<file path="config.mk">
export PLATFORM = sky130hd
export DESIGN_NAME = admc_mode_regs
export DESIGN_NICKNAME = d
export VERILOG_FILES = /design/src/rtl/admc_pkg.sv /design/src/rtl/admc_mode_regs.sv
export SDC_FILE = /design/constraint.sdc
export NUM_CORES = 1
export LEC_CHECK = 0
export ABC_CLOCK_PERIOD_IN_PS = 4500
export BUFFER_PORTS_ARGS = -buffer_cell sky130_fd_sc_hd__clkbuf_2
export CORE_AREA = 4 4 80 82
export DETAILED_ROUTE_END_ITERATION = 6
export DIE_AREA = 0 0 84 86
export SLEW_MARGIN = 25
export SYNTH_ARGS = -nofsm -noshare
export SYNTH_HDL_FRONTEND = slang
export SYNTH_SLANG_ARGS = --single-unit
export TNS_END_PERCENT = 20
</file>
<file path="constraint.sdc">
create_clock -name clk -period 4.5 [get_ports clk]
set_clock_uncertainty 0.15 [all_clocks]
set_input_delay 0.675 -clock clk [delete_from_list [all_inputs] [get_ports clk]]
set_output_delay 0.675 -clock clk [all_outputs]
set_load 0.1 [all_outputs]
</file>
<file path="src/rtl/admc_pkg.sv">
/*
 * package for the audio dac mode-control register bank: control word layout,
 * register indices, field positions, reset values and mode encodings.
 * assumes a 16-bit control word delivered whole by a serial port front end.
 */
package admc_pkg;

	// ****************************************************************
	// control word layout
	// ****************************************************************
	localparam int WORD_BITS      = 16;
	localparam int DIR_BIT        = 15;
	localparam int INDEX_HI       = 14;
	localparam int INDEX_LO       = 8;
	localparam int DATA_HI        = 7;
	localparam int DATA_LO        = 0;

	// ****************************************************************
	// register indices
	// ****************************************************************
	localparam logic [6:0] IDX_MODE_SELECT = 7'h14;
	localparam logic [6:0] IDX_ZERO_ENABLE = 7'h15;
	localparam logic [6:0] IDX_ZERO_STATUS = 7'h16;
	localparam logic [6:0] IDX_IDENTIFIER  = 7'h17;
	localparam logic [6:0] IDX_FILTER_CTRL = 7'h13;

	// ****************************************************************
	// field positions
	// ****************************************************************
	localparam int POS_SOFT_RESET   = 6;
	localparam int POS_BITSTREAM    = 5;
	localparam int POS_FILTER_BYP   = 4;
	localparam int POS_MONAURAL     = 3;
	localparam int POS_CHANNEL_SEL  = 2;
	localparam int POS_RATE_HI      = 1;
	localparam int POS_RATE_LO      = 0;
	localparam int POS_STEREO_BYP   = 2;
	localparam int POS_ROLLOFF      = 1;
	localparam int POS_INF_MUTE     = 0;
	localparam int POS_ZMODE_HI     = 2;
	localparam int POS_ZMODE_LO     = 1;
	localparam int POS_PCM_ZERO     = 0;
	localparam int POS_LEFT_ZERO    = 0;
	localparam int POS_RIGHT_ZERO   = 1;

	// ****************************************************************
	// reset values and write masks
	// ****************************************************************
	localparam logic [7:0] RST_MODE_SELECT = 8'h00;
	localparam logic [7:0] RST_ZERO_ENABLE = 8'h01;
	localparam logic [7:0] RST_FILTER_CTRL = 8'h00;
	localparam logic [7:0] MASK_MODE_STORE = 8'h3f;
	localparam logic [7:0] MASK_ZERO_EN    = 8'h07;
	localparam logic [7:0] MASK_FILTER     = 8'h07;
	localparam logic [4:0] DEFAULT_ID      = 5'h00;

	// ****************************************************************
	// modulator rate codes and stream zero-detect mode codes
	// ****************************************************************
	typedef enum logic [1:0] {
		RATE_64FS  = 2'h0,
		RATE_32FS  = 2'h1,
		RATE_128FS = 2'h2,
		RATE_RSVD  = 2'h3
	} admc_rate_type;

	typedef enum logic [1:0] {
		ZMODE_OFF     = 2'h0,
		ZMODE_EVEN    = 2'h1,
		ZMODE_PATTERN = 2'h2,
		ZMODE_RSVD    = 2'h3
	} admc_zmode_type;

	// data source for the converters
	typedef enum logic [1:0] {
		SRC_STEREO     = 2'h0,
		SRC_MONAURAL_ENABLE_LEFT  = 2'h1,
		SRC_MONAURAL_ENABLE_RIGHT = 2'h3,
		SRC_SINGLE_PIN = 2'h2
	} admc_source_type;

endpackage

</file>
<file path="src/rtl/admc_mode_regs.sv">
/*
 * mode-control register bank of a stereo audio dac. holds filter, mute,
 * interface-mode, monaural_enable and modulator-rate controls, the zero-flag enables,
 * the zero-detect status and the command-mode identifier.
 * assumes the serial control front end hands over each 16-bit control word
 * as one strobe on clk, and takes read data back the cycle after the read command.
 * zero detections come from the datapath on clk; pin-level inputs are
 * synchronised here.
 */
// Functional notes
// RULE_01: bypass stereo bit clear means monaural_enable from single data pin; set means stereo.
// RULE_02: stereo bypass takes left and right samples on the two zero pins.
// RULE_03: roll-off bit picks sharp response at 0 and slow at 1.
// RULE_04: infinite-zero mute with zero on both channels holds outputs at bipolar zero.
// RULE_05: infinite-zero mute never acts while bitstream mode is on.
// RULE_06: word bit 15 zero writes, one reads back; default write.
// RULE_07: writing one to soft reset gives one reset pulse; bit is write-only.
// RULE_08: bitstream mode bit B5 disables at 0, enables at 1.
// RULE_09: filter bypass bit B4 keeps internal filter at 0, bypasses at 1.
// RULE_10: monaural bit drives both converters balanced from one channel.
// RULE_11: channel select picks left or right, only while monaural is set.
// RULE_12: rate field 00 gives 64 fS, 01 32 fS, 10 128 fS; 11 reserved.
// RULE_13: host avoids 128 fS above 100 kHz and supplies clock over 256 fS.
// RULE_14: in bitstream mode the rate field selects the stream bit-clock speed.
// RULE_15: stream zero field 00 disables flags; nonzero picks even or 96h detect.
// RULE_16: pcm zero enable, default 1, gates flags in pcm and external filter modes.
// RULE_17: status bits read 1 on zero detect, mirroring the zero flag pins.
// RULE_18: status and identifier registers are read only; writes are dropped.
// RULE_19: five-bit identifier field reports the command-and-audio device id.
// RULE_20: external filter mode only when bitstream is 0 and filter bypass is 1.
// RULE_21: host runs the word clock at 8 or 4 times sampling rate.
// RULE_22: word is direction bit 15, index 14..8, data 7..0.
// RULE_23: reserved bits and reserved rate code are ignored on write; code stores a reserved rate code, only the decoded rate holds.
`timescale 1ns/100ps

module admc_mode_regs
	import admc_pkg::*;
#(
	parameter logic [4:0] DEVICE_ID = DEFAULT_ID // arbitrary neutral value
)
(
	// clock and reset
	input  wire logic        clk,
	input  wire logic        rst,
	// control word port
	input  wire logic        cmdValid,
	input  wire logic [15:0] cmdWord,
	output logic             readValid,
	output logic [15:0]      readWord,
	// zero detections from the datapath
	input  wire logic        leftZeroDetect,
	input  wire logic        rightZeroDetect,
	// zero pins that double as stereo bypass data inputs, and the single data pin
	input  wire logic        leftZeroPinIn,
	input  wire logic        rightZeroPinIn,
	input  wire logic        singleDataPin,
	// zero flag pins, driven unless used as inputs
	output logic             leftZeroPin,
	output logic             rightZeroPin,
	output logic             leftZeroPinOe,
	output logic             rightZeroPinOe,
	// decoded controls to the datapath
	output logic             softResetPulse,
	output logic             rolloffSlow,
	output logic             bitstreamMode,
	output logic             externalFilterMode,
	output logic             internalFilterOn,
	output logic [1:0]       modulatorRate,
	output logic [1:0]       bitClockSpeed,
	output logic [1:0]       converterSource,
	output logic             bipolarZeroHold,
	output logic             bypassLeftData,
	output logic             bypassRightData,
	output logic [1:0]       bitstreamZeroMode
);

	// ****************************************************************
	// register storage
	// ****************************************************************
	logic [7:0] modeSelect;
	logic [7:0] zeroEnable;
	logic [7:0] filterCtrl;
	logic       leftSync1;
	logic       leftSync2;
	logic       rightSync1;
	logic       rightSync2;
	logic       dataSync1;
	logic       dataSync2;

	logic       cmdRead;
	logic       cmdWrite;
	logic [6:0] cmdIndex;
	logic [7:0] cmdData;
	logic       softResetReq;

	assign cmdRead  = cmdValid && cmdWord[DIR_BIT];  // [RULE_06]
	assign cmdWrite = cmdValid && !cmdWord[DIR_BIT]; // [RULE_06]
	assign cmdIndex = cmdWord[INDEX_HI:INDEX_LO];    // [RULE_22]
	assign cmdData  = cmdWord[DATA_HI:DATA_LO];      // [RULE_22]
	assign softResetReq = cmdWrite && cmdIndex == IDX_MODE_SELECT
		&& cmdData[POS_SOFT_RESET]; // [RULE_07]

	// ****************************************************************
	// pin synchronisers
	// ****************************************************************
	always_ff @(posedge clk)
	begin
		leftSync1  <= leftZeroPinIn;
		leftSync2  <= leftSync1;
		rightSync1 <= rightZeroPinIn;
		rightSync2 <= rightSync1;
		dataSync1  <= singleDataPin;
		dataSync2  <= dataSync1;
	end

	// ****************************************************************
	// register writes
	// ****************************************************************
	// the soft reset pulse also returns the bank to its initial condition,
	// so a write carrying soft reset keeps none of its other bits
	always_ff @(posedge clk)
	begin
		if (rst || softResetPulse)
		begin
			modeSelect <= RST_MODE_SELECT;
			zeroEnable <= RST_ZERO_ENABLE;
			filterCtrl <= RST_FILTER_CTRL;
		end
		else if (cmdWrite && !softResetReq)
		begin
			case (cmdIndex)
				IDX_MODE_SELECT:
					modeSelect <= cmdData & MASK_MODE_STORE; // [RULE_23]
				IDX_ZERO_ENABLE:
					zeroEnable <= cmdData & MASK_ZERO_EN;    // [RULE_23]
				IDX_FILTER_CTRL:
					filterCtrl <= cmdData & MASK_FILTER;
				// status and identifier take no writes
				default:
					modeSelect <= modeSelect; // [RULE_18]
			endcase
		end
	end

	always_ff @(posedge clk)
	begin
		if (rst)
			softResetPulse <= 1'b0;
		else
			softResetPulse <= softResetReq && !softResetPulse; // [RULE_07]
	end

	// ****************************************************************
	// readback
	// ****************************************************************
	always_ff @(posedge clk)
	begin
		if (rst)
		begin
			readValid <= 1'b0;
			readWord  <= 16'h0000;
		end
		else
		begin
			readValid <= cmdRead;
			if (cmdRead)
			begin
				readWord[DIR_BIT]           <= 1'b1;
				readWord[INDEX_HI:INDEX_LO] <= cmdIndex;
				case (cmdIndex)
					// soft reset reads back as zero
					IDX_MODE_SELECT:
						readWord[DATA_HI:DATA_LO] <= modeSelect & MASK_MODE_STORE
							& ~(8'h01 << POS_SOFT_RESET); // [RULE_07]
					IDX_ZERO_ENABLE:
						readWord[DATA_HI:DATA_LO] <= zeroEnable;
					IDX_FILTER_CTRL:
						readWord[DATA_HI:DATA_LO] <= filterCtrl;
					IDX_ZERO_STATUS:
						readWord[DATA_HI:DATA_LO] <= {6'h00, rightZeroPin,
							leftZeroPin}; // [RULE_17]
					IDX_IDENTIFIER:
						readWord[DATA_HI:DATA_LO] <= {3'h0, DEVICE_ID}; // [RULE_19]
					default:
						readWord[DATA_HI:DATA_LO] <= 8'h00;
				endcase
			end
		end
	end

	// ****************************************************************
	// mode decode
	// ****************************************************************
	logic nextExternal;
	logic nextBitstream;
	logic stereoBypass;
	logic zeroFlagsOn;
	logic [1:0] next_source;

	assign nextBitstream = modeSelect[POS_BITSTREAM];                    // [RULE_08]
	assign nextExternal  = !nextBitstream && modeSelect[POS_FILTER_BYP]; // [RULE_20]
	assign stereoBypass  = nextExternal && filterCtrl[POS_STEREO_BYP];   // [RULE_02]
	assign zeroFlagsOn   = nextBitstream ? (zeroEnable[POS_ZMODE_HI:POS_ZMODE_LO] != 2'h0)
		: zeroEnable[POS_PCM_ZERO]; // [RULE_15] [RULE_16]

	always_comb
	begin
		if (nextExternal && !filterCtrl[POS_STEREO_BYP])
			next_source = SRC_SINGLE_PIN; // [RULE_01]
		else if (modeSelect[POS_MONAURAL])
			next_source = modeSelect[POS_CHANNEL_SEL] ? SRC_MONAURAL_ENABLE_RIGHT
				: SRC_MONAURAL_ENABLE_LEFT; // [RULE_10] [RULE_11]
		else
			next_source = SRC_STEREO;
	end

	always_ff @(posedge clk)
	begin
		if (rst)
		begin
			rolloffSlow        <= 1'b0;
			bitstreamMode      <= 1'b0;
			externalFilterMode <= 1'b0;
			internalFilterOn   <= 1'b1;
			modulatorRate      <= RATE_64FS;
			bitClockSpeed      <= 2'h0;
			converterSource    <= SRC_STEREO;
			bitstreamZeroMode  <= ZMODE_OFF;
		end
		else
		begin
			rolloffSlow        <= filterCtrl[POS_ROLLOFF];      // [RULE_03]
			bitstreamMode      <= nextBitstream;                // [RULE_08]
			externalFilterMode <= nextExternal;                 // [RULE_20]
			internalFilterOn   <= !modeSelect[POS_FILTER_BYP];  // [RULE_09]
			// reserved rate code leaves the rate unchanged
			if (modeSelect[POS_RATE_HI:POS_RATE_LO] != RATE_RSVD) // [RULE_23]
			begin
				if (nextBitstream)
					bitClockSpeed <= modeSelect[POS_RATE_HI:POS_RATE_LO]; // [RULE_14]
				else
					modulatorRate <= modeSelect[POS_RATE_HI:POS_RATE_LO]; // [RULE_12]
			end
			converterSource    <= next_source;
			bitstreamZeroMode  <= nextBitstream ? zeroEnable[POS_ZMODE_HI:POS_ZMODE_LO]
				: ZMODE_OFF; // [RULE_15]
		end
	end

	// ****************************************************************
	// zero flags, mute and bypass data
	// ****************************************************************
	always_ff @(posedge clk)
	begin
		if (rst)
		begin
			leftZeroPin     <= 1'b0;
			rightZeroPin    <= 1'b0;
			leftZeroPinOe   <= 1'b1;
			rightZeroPinOe  <= 1'b1;
			bipolarZeroHold <= 1'b0;
			bypassLeftData  <= 1'b0;
			bypassRightData <= 1'b0;
		end
		else
		begin
			// flags read 0 when disabled or when the pins carry data
			leftZeroPin     <= zeroFlagsOn && !stereoBypass && leftZeroDetect;  // [RULE_17]
			rightZeroPin    <= zeroFlagsOn && !stereoBypass && rightZeroDetect; // [RULE_17]
			leftZeroPinOe   <= !stereoBypass;  // [RULE_02]
			rightZeroPinOe  <= !stereoBypass;  // [RULE_02]
			bipolarZeroHold <= filterCtrl[POS_INF_MUTE] && !nextBitstream
				&& leftZeroDetect && rightZeroDetect; // [RULE_04] [RULE_05]
			bypassLeftData  <= stereoBypass ? leftSync2 : dataSync2;   // [RULE_01]
			bypassRightData <= stereoBypass ? rightSync2 : dataSync2;  // [RULE_02]
		end
	end

	// ****************************************************************
	// checks
	// ****************************************************************
	a_soft_reset_once: assert property (@(posedge clk) disable iff (rst)
		softResetPulse |=> !softResetPulse) // [RULE_07]
		else $error("soft reset pulse longer than one cycle");

	a_soft_reset_cause: assert property (@(posedge clk) disable iff (rst)
		softResetReq && !softResetPulse |=> softResetPulse) // [RULE_07]
		else $error("soft reset write gave no pulse");

	a_mute_not_bitstream: assert property (@(posedge clk) disable iff (rst)
		bipolarZeroHold |-> $past(!modeSelect[POS_BITSTREAM])) // [RULE_05]
		else $error("zero mute active in bitstream mode");

	a_mute_both_zero: assert property (@(posedge clk) disable iff (rst)
		filterCtrl[POS_INF_MUTE] && !nextBitstream && leftZeroDetect && rightZeroDetect
		&& !softResetPulse |=> bipolarZeroHold) // [RULE_04]
		else $error("zero mute missed");

	a_read_answer: assert property (@(posedge clk) disable iff (rst)
		cmdRead |=> readValid && readWord[DIR_BIT]) // [RULE_06]
		else $error("readback not answered");

	a_status_ro: assert property (@(posedge clk) disable iff (rst)
		cmdWrite && cmdIndex == IDX_ZERO_STATUS && !softResetPulse |=> $stable(modeSelect)
		&& $stable(zeroEnable)) // [RULE_18]
		else $error("status write changed a register");

	a_ext_filter: assert property (@(posedge clk) disable iff (rst)
		externalFilterMode |-> !bitstreamMode) // [RULE_20]
		else $error("external filter with bitstream mode");

	a_flag_gate: assert property (@(posedge clk) disable iff (rst)
		!bitstreamMode && !$past(zeroEnable[POS_PCM_ZERO]) && !$past(nextBitstream)
		|-> !leftZeroPin && !rightZeroPin) // [RULE_16]
		else $error("zero flag while disabled");

	a_rate_64fs: assert property (@(posedge clk) disable iff (rst)
		!nextBitstream && modeSelect[POS_RATE_HI:POS_RATE_LO] == RATE_64FS
		&& !softResetPulse |=> modulatorRate == RATE_64FS) // [RULE_12]
		else $error("modulator rate not applied");

	a_oe_bypass_off: assert property (@(posedge clk) disable iff (rst) // [RULE_02]
		$past(stereoBypass) |-> !leftZeroPinOe && !rightZeroPinOe)
		else $error("zero pin driven while used as input");

	a_zero_enable_write: assert property (@(posedge clk) disable iff (rst) // [RULE_23]
		cmdWrite && cmdIndex == IDX_ZERO_ENABLE && !softResetPulse
		|=> zeroEnable == ($past(cmdData) & MASK_ZERO_EN))
		else $error("zero enable write not stored");

	a_id_read: assert property (@(posedge clk) disable iff (rst) // [RULE_19]
		cmdRead && cmdIndex == IDX_IDENTIFIER |=> readWord[DATA_HI:DATA_LO] == {3'h0, DEVICE_ID})
		else $error("identifier readback wrong");

	a_soft_reset_defaults: assert property (@(posedge clk) disable iff (rst) // [RULE_07]
		softResetPulse |=> modeSelect == RST_MODE_SELECT && zeroEnable == RST_ZERO_ENABLE)
		else $error("soft reset left a register changed");

	a_single_pin_src: assert property (@(posedge clk) disable iff (rst) // [RULE_01]
		$past(nextExternal && !filterCtrl[POS_STEREO_BYP]) |-> converterSource == SRC_SINGLE_PIN)
		else $error("monaural_enable bypass not from single pin");

	a_pcm_flag_on: assert property (@(posedge clk) disable iff (rst) // [RULE_16]
		$past(!nextBitstream && zeroEnable[POS_PCM_ZERO] && !stereoBypass && leftZeroDetect)
		|-> leftZeroPin)
		else $error("enabled zero flag missing");

	a_zmode_bitstream: assert property (@(posedge clk) disable iff (rst) // [RULE_15]
		bitstreamZeroMode != ZMODE_OFF |-> bitstreamMode)
		else $error("stream zero mode outside bitstream mode");

endmodule

</file>
# Word level (Yosys, flattened, before mapping)
# Index checks and enable logic that the tools add are counted.
# totals
register_bits	54
word_cells	72
# op_classes
n_eq_ne	5
mux	7
n_bitwise	2
reduce_logical	31
# ops
operator	count
equality test 7 x 5 -> 1 bit, second input constant	4
case mux 6 bit (4 select lines)	1
logical AND 1 bit	15
AND reduction 2 bit	5
logical NOT 1 bit	7
2-to-1 mux 2 bit	3
2-to-1 mux 1 bit	3
OR reduction 3 bit	1
!= test 2 bit, second input constant	1
NOT 1 bit	2
nonzero test 2 bit	1
OR reduction 2 bit	1
logical OR 1 bit	1

# Logic depth before layout (Yosys ltp)
# depth
word_depth	7
depth_mapped	5
depth_no_buf	4

# Worst setup path after synthesis
# Ideal clock, no wire load.
# synth_timing
kind	input to register
from	input cmdWord[11]
to	register modeSelect[5]
setup_ps	128
arrival_time_ps	1965
required_ps	4222
setup_slack_ps	2258
path_stages	5
n_path_buf	1
cell_sequence	or4b_4 or3_1 buf_6 mux2i_1 nor2_1
# synth_between
elab_chain_len	6
# synth_rtl
element	line_no	text
start: declaration	admc_mode_regs.sv:47	input wire logic [15:0] cmdWord,
equality test 7 x 5 -> 1 bit *	admc_mode_regs.sv:100, admc_mode_regs.sv:131	
logical AND 1 bit	admc_mode_regs.sv:100	assign softResetReq = cmdWrite && cmdIndex == IDX_MODE_SELECT
logical AND 1 bit	admc_mode_regs.sv:101	&& cmdData[POS_SOFT_RESET];
logical NOT 1 bit	admc_mode_regs.sv:129	else if (cmdWrite && !softResetReq)
logical AND 1 bit	admc_mode_regs.sv:129	
AND reduction 2 bit (no line) *	--	
end signal: assignment	admc_mode_regs.sv:133	modeSelect <= cmdData & MASK_MODE_STORE;
end signal: assignment	admc_mode_regs.sv:140	modeSelect <= modeSelect;
end: declaration	admc_mode_regs.sv:80	logic [7:0] modeSelect;
# Every way passes the cells marked *; elsewhere a longest branch is shown, timed or not.
# A chain may end at the register's enable or synchronous reset.

# Worst setup path in the final report
# layout_timing
from	input cmdWord[9]
to	register modeSelect[0]
# Same word-level chain as after synthesis.

==> impl_results.md <==
* CTS Sinks at 52
* Async set-or-reset flop fraction in the synthesized netlist at 0%
* Pwr dens at 354 nW/um2
* Area overhead of the layout relative to synthesis at 19.9%
* Switching power as a share of total power at 27.1%
* Total length of routed wires at 4.16 mm
* Placed cell count at 321
* HPWL after detailed placement at 3.03 mm
* Flops & latches, synth at 52
* Number of global-route vias before repair at 1406
* Combinational share of power at 11.9%
* Main flop type after synthesis: sky130_fd_sc_hd__dfxtp_1
* PortBufs at 57
* Gate count after technology mapping at 204
* Final Max Slew Viols at 0
* Total number of placement rows at 28
* Quantity of gates resized following cts at 0
* Period minus WS final at 2.26 ns
* Switching pwr at 0.221 mW
* Proportion of synthesized chip area in sequential cells at 54.2%
* Max-cap violations at 0
* Total number of nets in the final design at 277
* Fillers at 614
* Number of different library cells in the post-synthesis netlist at 31
* Largest fanout of any net on the critical path at 12
* Antenna diode count at 0
* DR vias at 1510
* Insertion delay of the later-clocked pin in the worst-skew pair at 0.30 ns
* Share of the clock period used by the worst path after layout at 50.3%
* Count of yosys warnings during synthesis at 0
* Classification of the worst-slack hold path: flip-flop to flip-flop
* Remaining number of nets flagged by the antenna check after routing at 0
* Number of top-level design ports at 61
* Floorplan core area at 5750 um2
* Buffer depth of the longest clock path at 2
* Critical path startpoint category: input port
* Global routing usage summed across all routing layers at 12.0%
* Total overflow reported by the global router at 0
* H-tree depth reported by CTS at 2
* Core utilization of the finished layout at 40.0%
* Worst Path Required at 4.53 ns
* Mean Syn Cell Area at 9.41 um2
* Setup Fix Bufs, Post-CTS at 0
* Run status: complete, no violations
* Area of the mapped netlist at 1920 um2
* Setup-violating endpoint count in the final report at 0
* Setup TNS at 0 ns
* Cell-internal power at 0.594 mW
* Relative contribution of sequential cells to total power at 57.9%
* Category of the critical setup timing path: input port to flip-flop
* Global-route wire length before repair at 6.84 mm
* Fraction of final layout cells sized beyond drive strength 1 at 27.3%
* Initial DRC count at 78
* Number of hold violations in the final report at 0
* Initial antenna violation count at 0
* Clock tree from TritonCTS: yes
* Largest net degree at the start of global routing at 32
* Number of vias per cell after detailed routing at 4.60
* Number of DRC violations after detailed routing at 0
* Type of destination of the critical path: flip-flop
* Data arrival time of the worst path at 2.30 ns
* Post-synth EDFFs at 0
* Die Y-Extent at 86 um
* Count of hold buffers inserted by post-cts repair at 0
* Chip width at 84 um
* Max Freq at 442 MHz
* GPL Wtd Cong at 0.772
* RSZ-0062 raised after global routing: no
* CTS clock-pin slew for the worst setup and hold paths at 0.08 ns
* Initial core utilization at 33.4%
* Number of iterations in the first detailed-routing pass at 4
* Clk network pwr share at 30.2%
* Leakage component of the power at 1.01 nW
* Max-slew headroom at the worst pin at 59.5%
* Number of buffers created by CTS at 5
* Slew at the pin closest to its max-slew limit at 0.608 ns
* Area enclosed by the die boundary at 7220 um2
* CTS Root Buffer Type: sky130_fd_sc_hd__clkbuf_8
* Non-filler cells in the finished layout at 328
* Avg WL per Cell at 12.7 um
* Maximum resistive drop on vdd at 0.147 mV
==> sequential cells by signal (all words and copies together), names as in the netlist, 2 cells and up <==
register	cells
readWord	14
bitstreamZeroMode	2
zeroEnable	3
converterSource	2
modeSelect	6
modulatorRate	2
bitClockSpeed	2
filterCtrl	3
==> final cells by class <==
cell class | instances | area, um2 | area share [%]
multi-input cells | 137 | 803 | 34.9
clock buffers | 6 | 72.6 | 3.15
flip-flops and latches | 52 | 1040 | 45.2
well taps | 75 | 93.8 | 4.08
repair buffers | 57 | 285 | 12.4
clock inverters | 1 | 5.00 | 0.218
==> power groups by stage <==
stage | Sequential [mW] | Combinational (mW) | Clock (mW)
finish | 0.472 | 0.0966 | 0.246
floorplan | 0.525 | 0.0345 | 0
global placement | 0.483 | 0.0966 | 0
detailed placement | 0.483 | 0.0970 | 0
global route | 0.473 | 0.102 | 0.282
CTS | 0.472 | 0.0971 | 0.258
==> cells by family after synthesis <==
logic type / share of synthesized area [%]
AO/OA/AOI/OAI: 8.08
other: 0.195
flip-flops: 54.2
buffers and inverters: 4.11
AND/OR/NAND/NOR: 26.6
multiplexers: 6.78
==> metrics by stage <==
step                      hold slack (ns)  worst slack, ns  power [mW]  cell area, um2
after detailed placement            0.163             1.93       0.580            2220
after floorplan                     0.160             2.26       0.559            1920
after global routing                0.200             2.16       0.858            2300
after global placement              0.163             1.95       0.579            2220
final                               0.183             2.24       0.814            2300
after CTS                           0.183             2.25       0.827            2300
==> final timing paths <==
check	cells past startpoint	endpoint	slack, ns	startpoint
max	5	modeSelect[0]	2.24	cmdWord[9]
min	0	dataSync2	0.18	dataSync1
max reg2reg	3	zeroEnable[0]	3.22	softResetPulse
min reg2reg	0	dataSync2	0.18	dataSync1
==> synth_stat cells (all sizes together), types with 2 or more instances <==
cell | count | area, um2
dfxtp | 52 | 1040
nand2 | 27 | 101
nor2 | 26 | 97.6
a21oi | 16 | 80.1
mux2i | 13 | 130
clkbuf | 12 | 45.0
nand3b | 6 | 45.0
nor2b | 6 | 37.5
nor3 | 6 | 30.0
nand3 | 5 | 25.0
and2 | 4 | 25.0
buf | 4 | 33.8
nand2b | 4 | 25.0
o21ai | 4 | 20.0
nor4 | 2 | 42.5
o31ai | 2 | 15.0
or3 | 2 | 12.5
or4b | 2 | 23.8
==> layout by cell type, fill, tap and decap left out, types with 2 or more instances in the layout <==
cell type	n
sky130_fd_sc_hd__clkbuf_2	57
sky130_fd_sc_hd__dfxtp_1	52
sky130_fd_sc_hd__nand2_1	27
sky130_fd_sc_hd__nor2_1	26
sky130_fd_sc_hd__a21oi_1	16
sky130_fd_sc_hd__mux2i_1	13
sky130_fd_sc_hd__nand3b_1	6
sky130_fd_sc_hd__nor2b_1	6
sky130_fd_sc_hd__nor3_1	6
sky130_fd_sc_hd__nand3_1	5
sky130_fd_sc_hd__clkbuf_8	5
sky130_fd_sc_hd__and2_1	4
sky130_fd_sc_hd__o21ai_0	4
sky130_fd_sc_hd__nand2b_1	4
sky130_fd_sc_hd__or3_1	2
sky130_fd_sc_hd__o31ai_1	2
sky130_fd_sc_hd__nor4_4	2
sky130_fd_sc_hd__conb_1	2
==> layer usage <==
layer	vias to the layer above	global-route usage, %	wire length (um)
met5	-	0	0
met3	4	4.32	336
li1	776	-	-
met1	678	16.4	1910
met4	0	4.82	40
met2	52	17.2	1880
==> worst max-delay path, stage by stage <==
cell and delay [ns]:
sky130_fd_sc_hd__clkbuf_2 0.21, sky130_fd_sc_hd__or4b_2 0.66, sky130_fd_sc_hd__or3_1 0.49, sky130_fd_sc_hd__mux2i_1 0.20, sky130_fd_sc_hd__nor2_1 0.06
(Power assumes the default switching activity.)
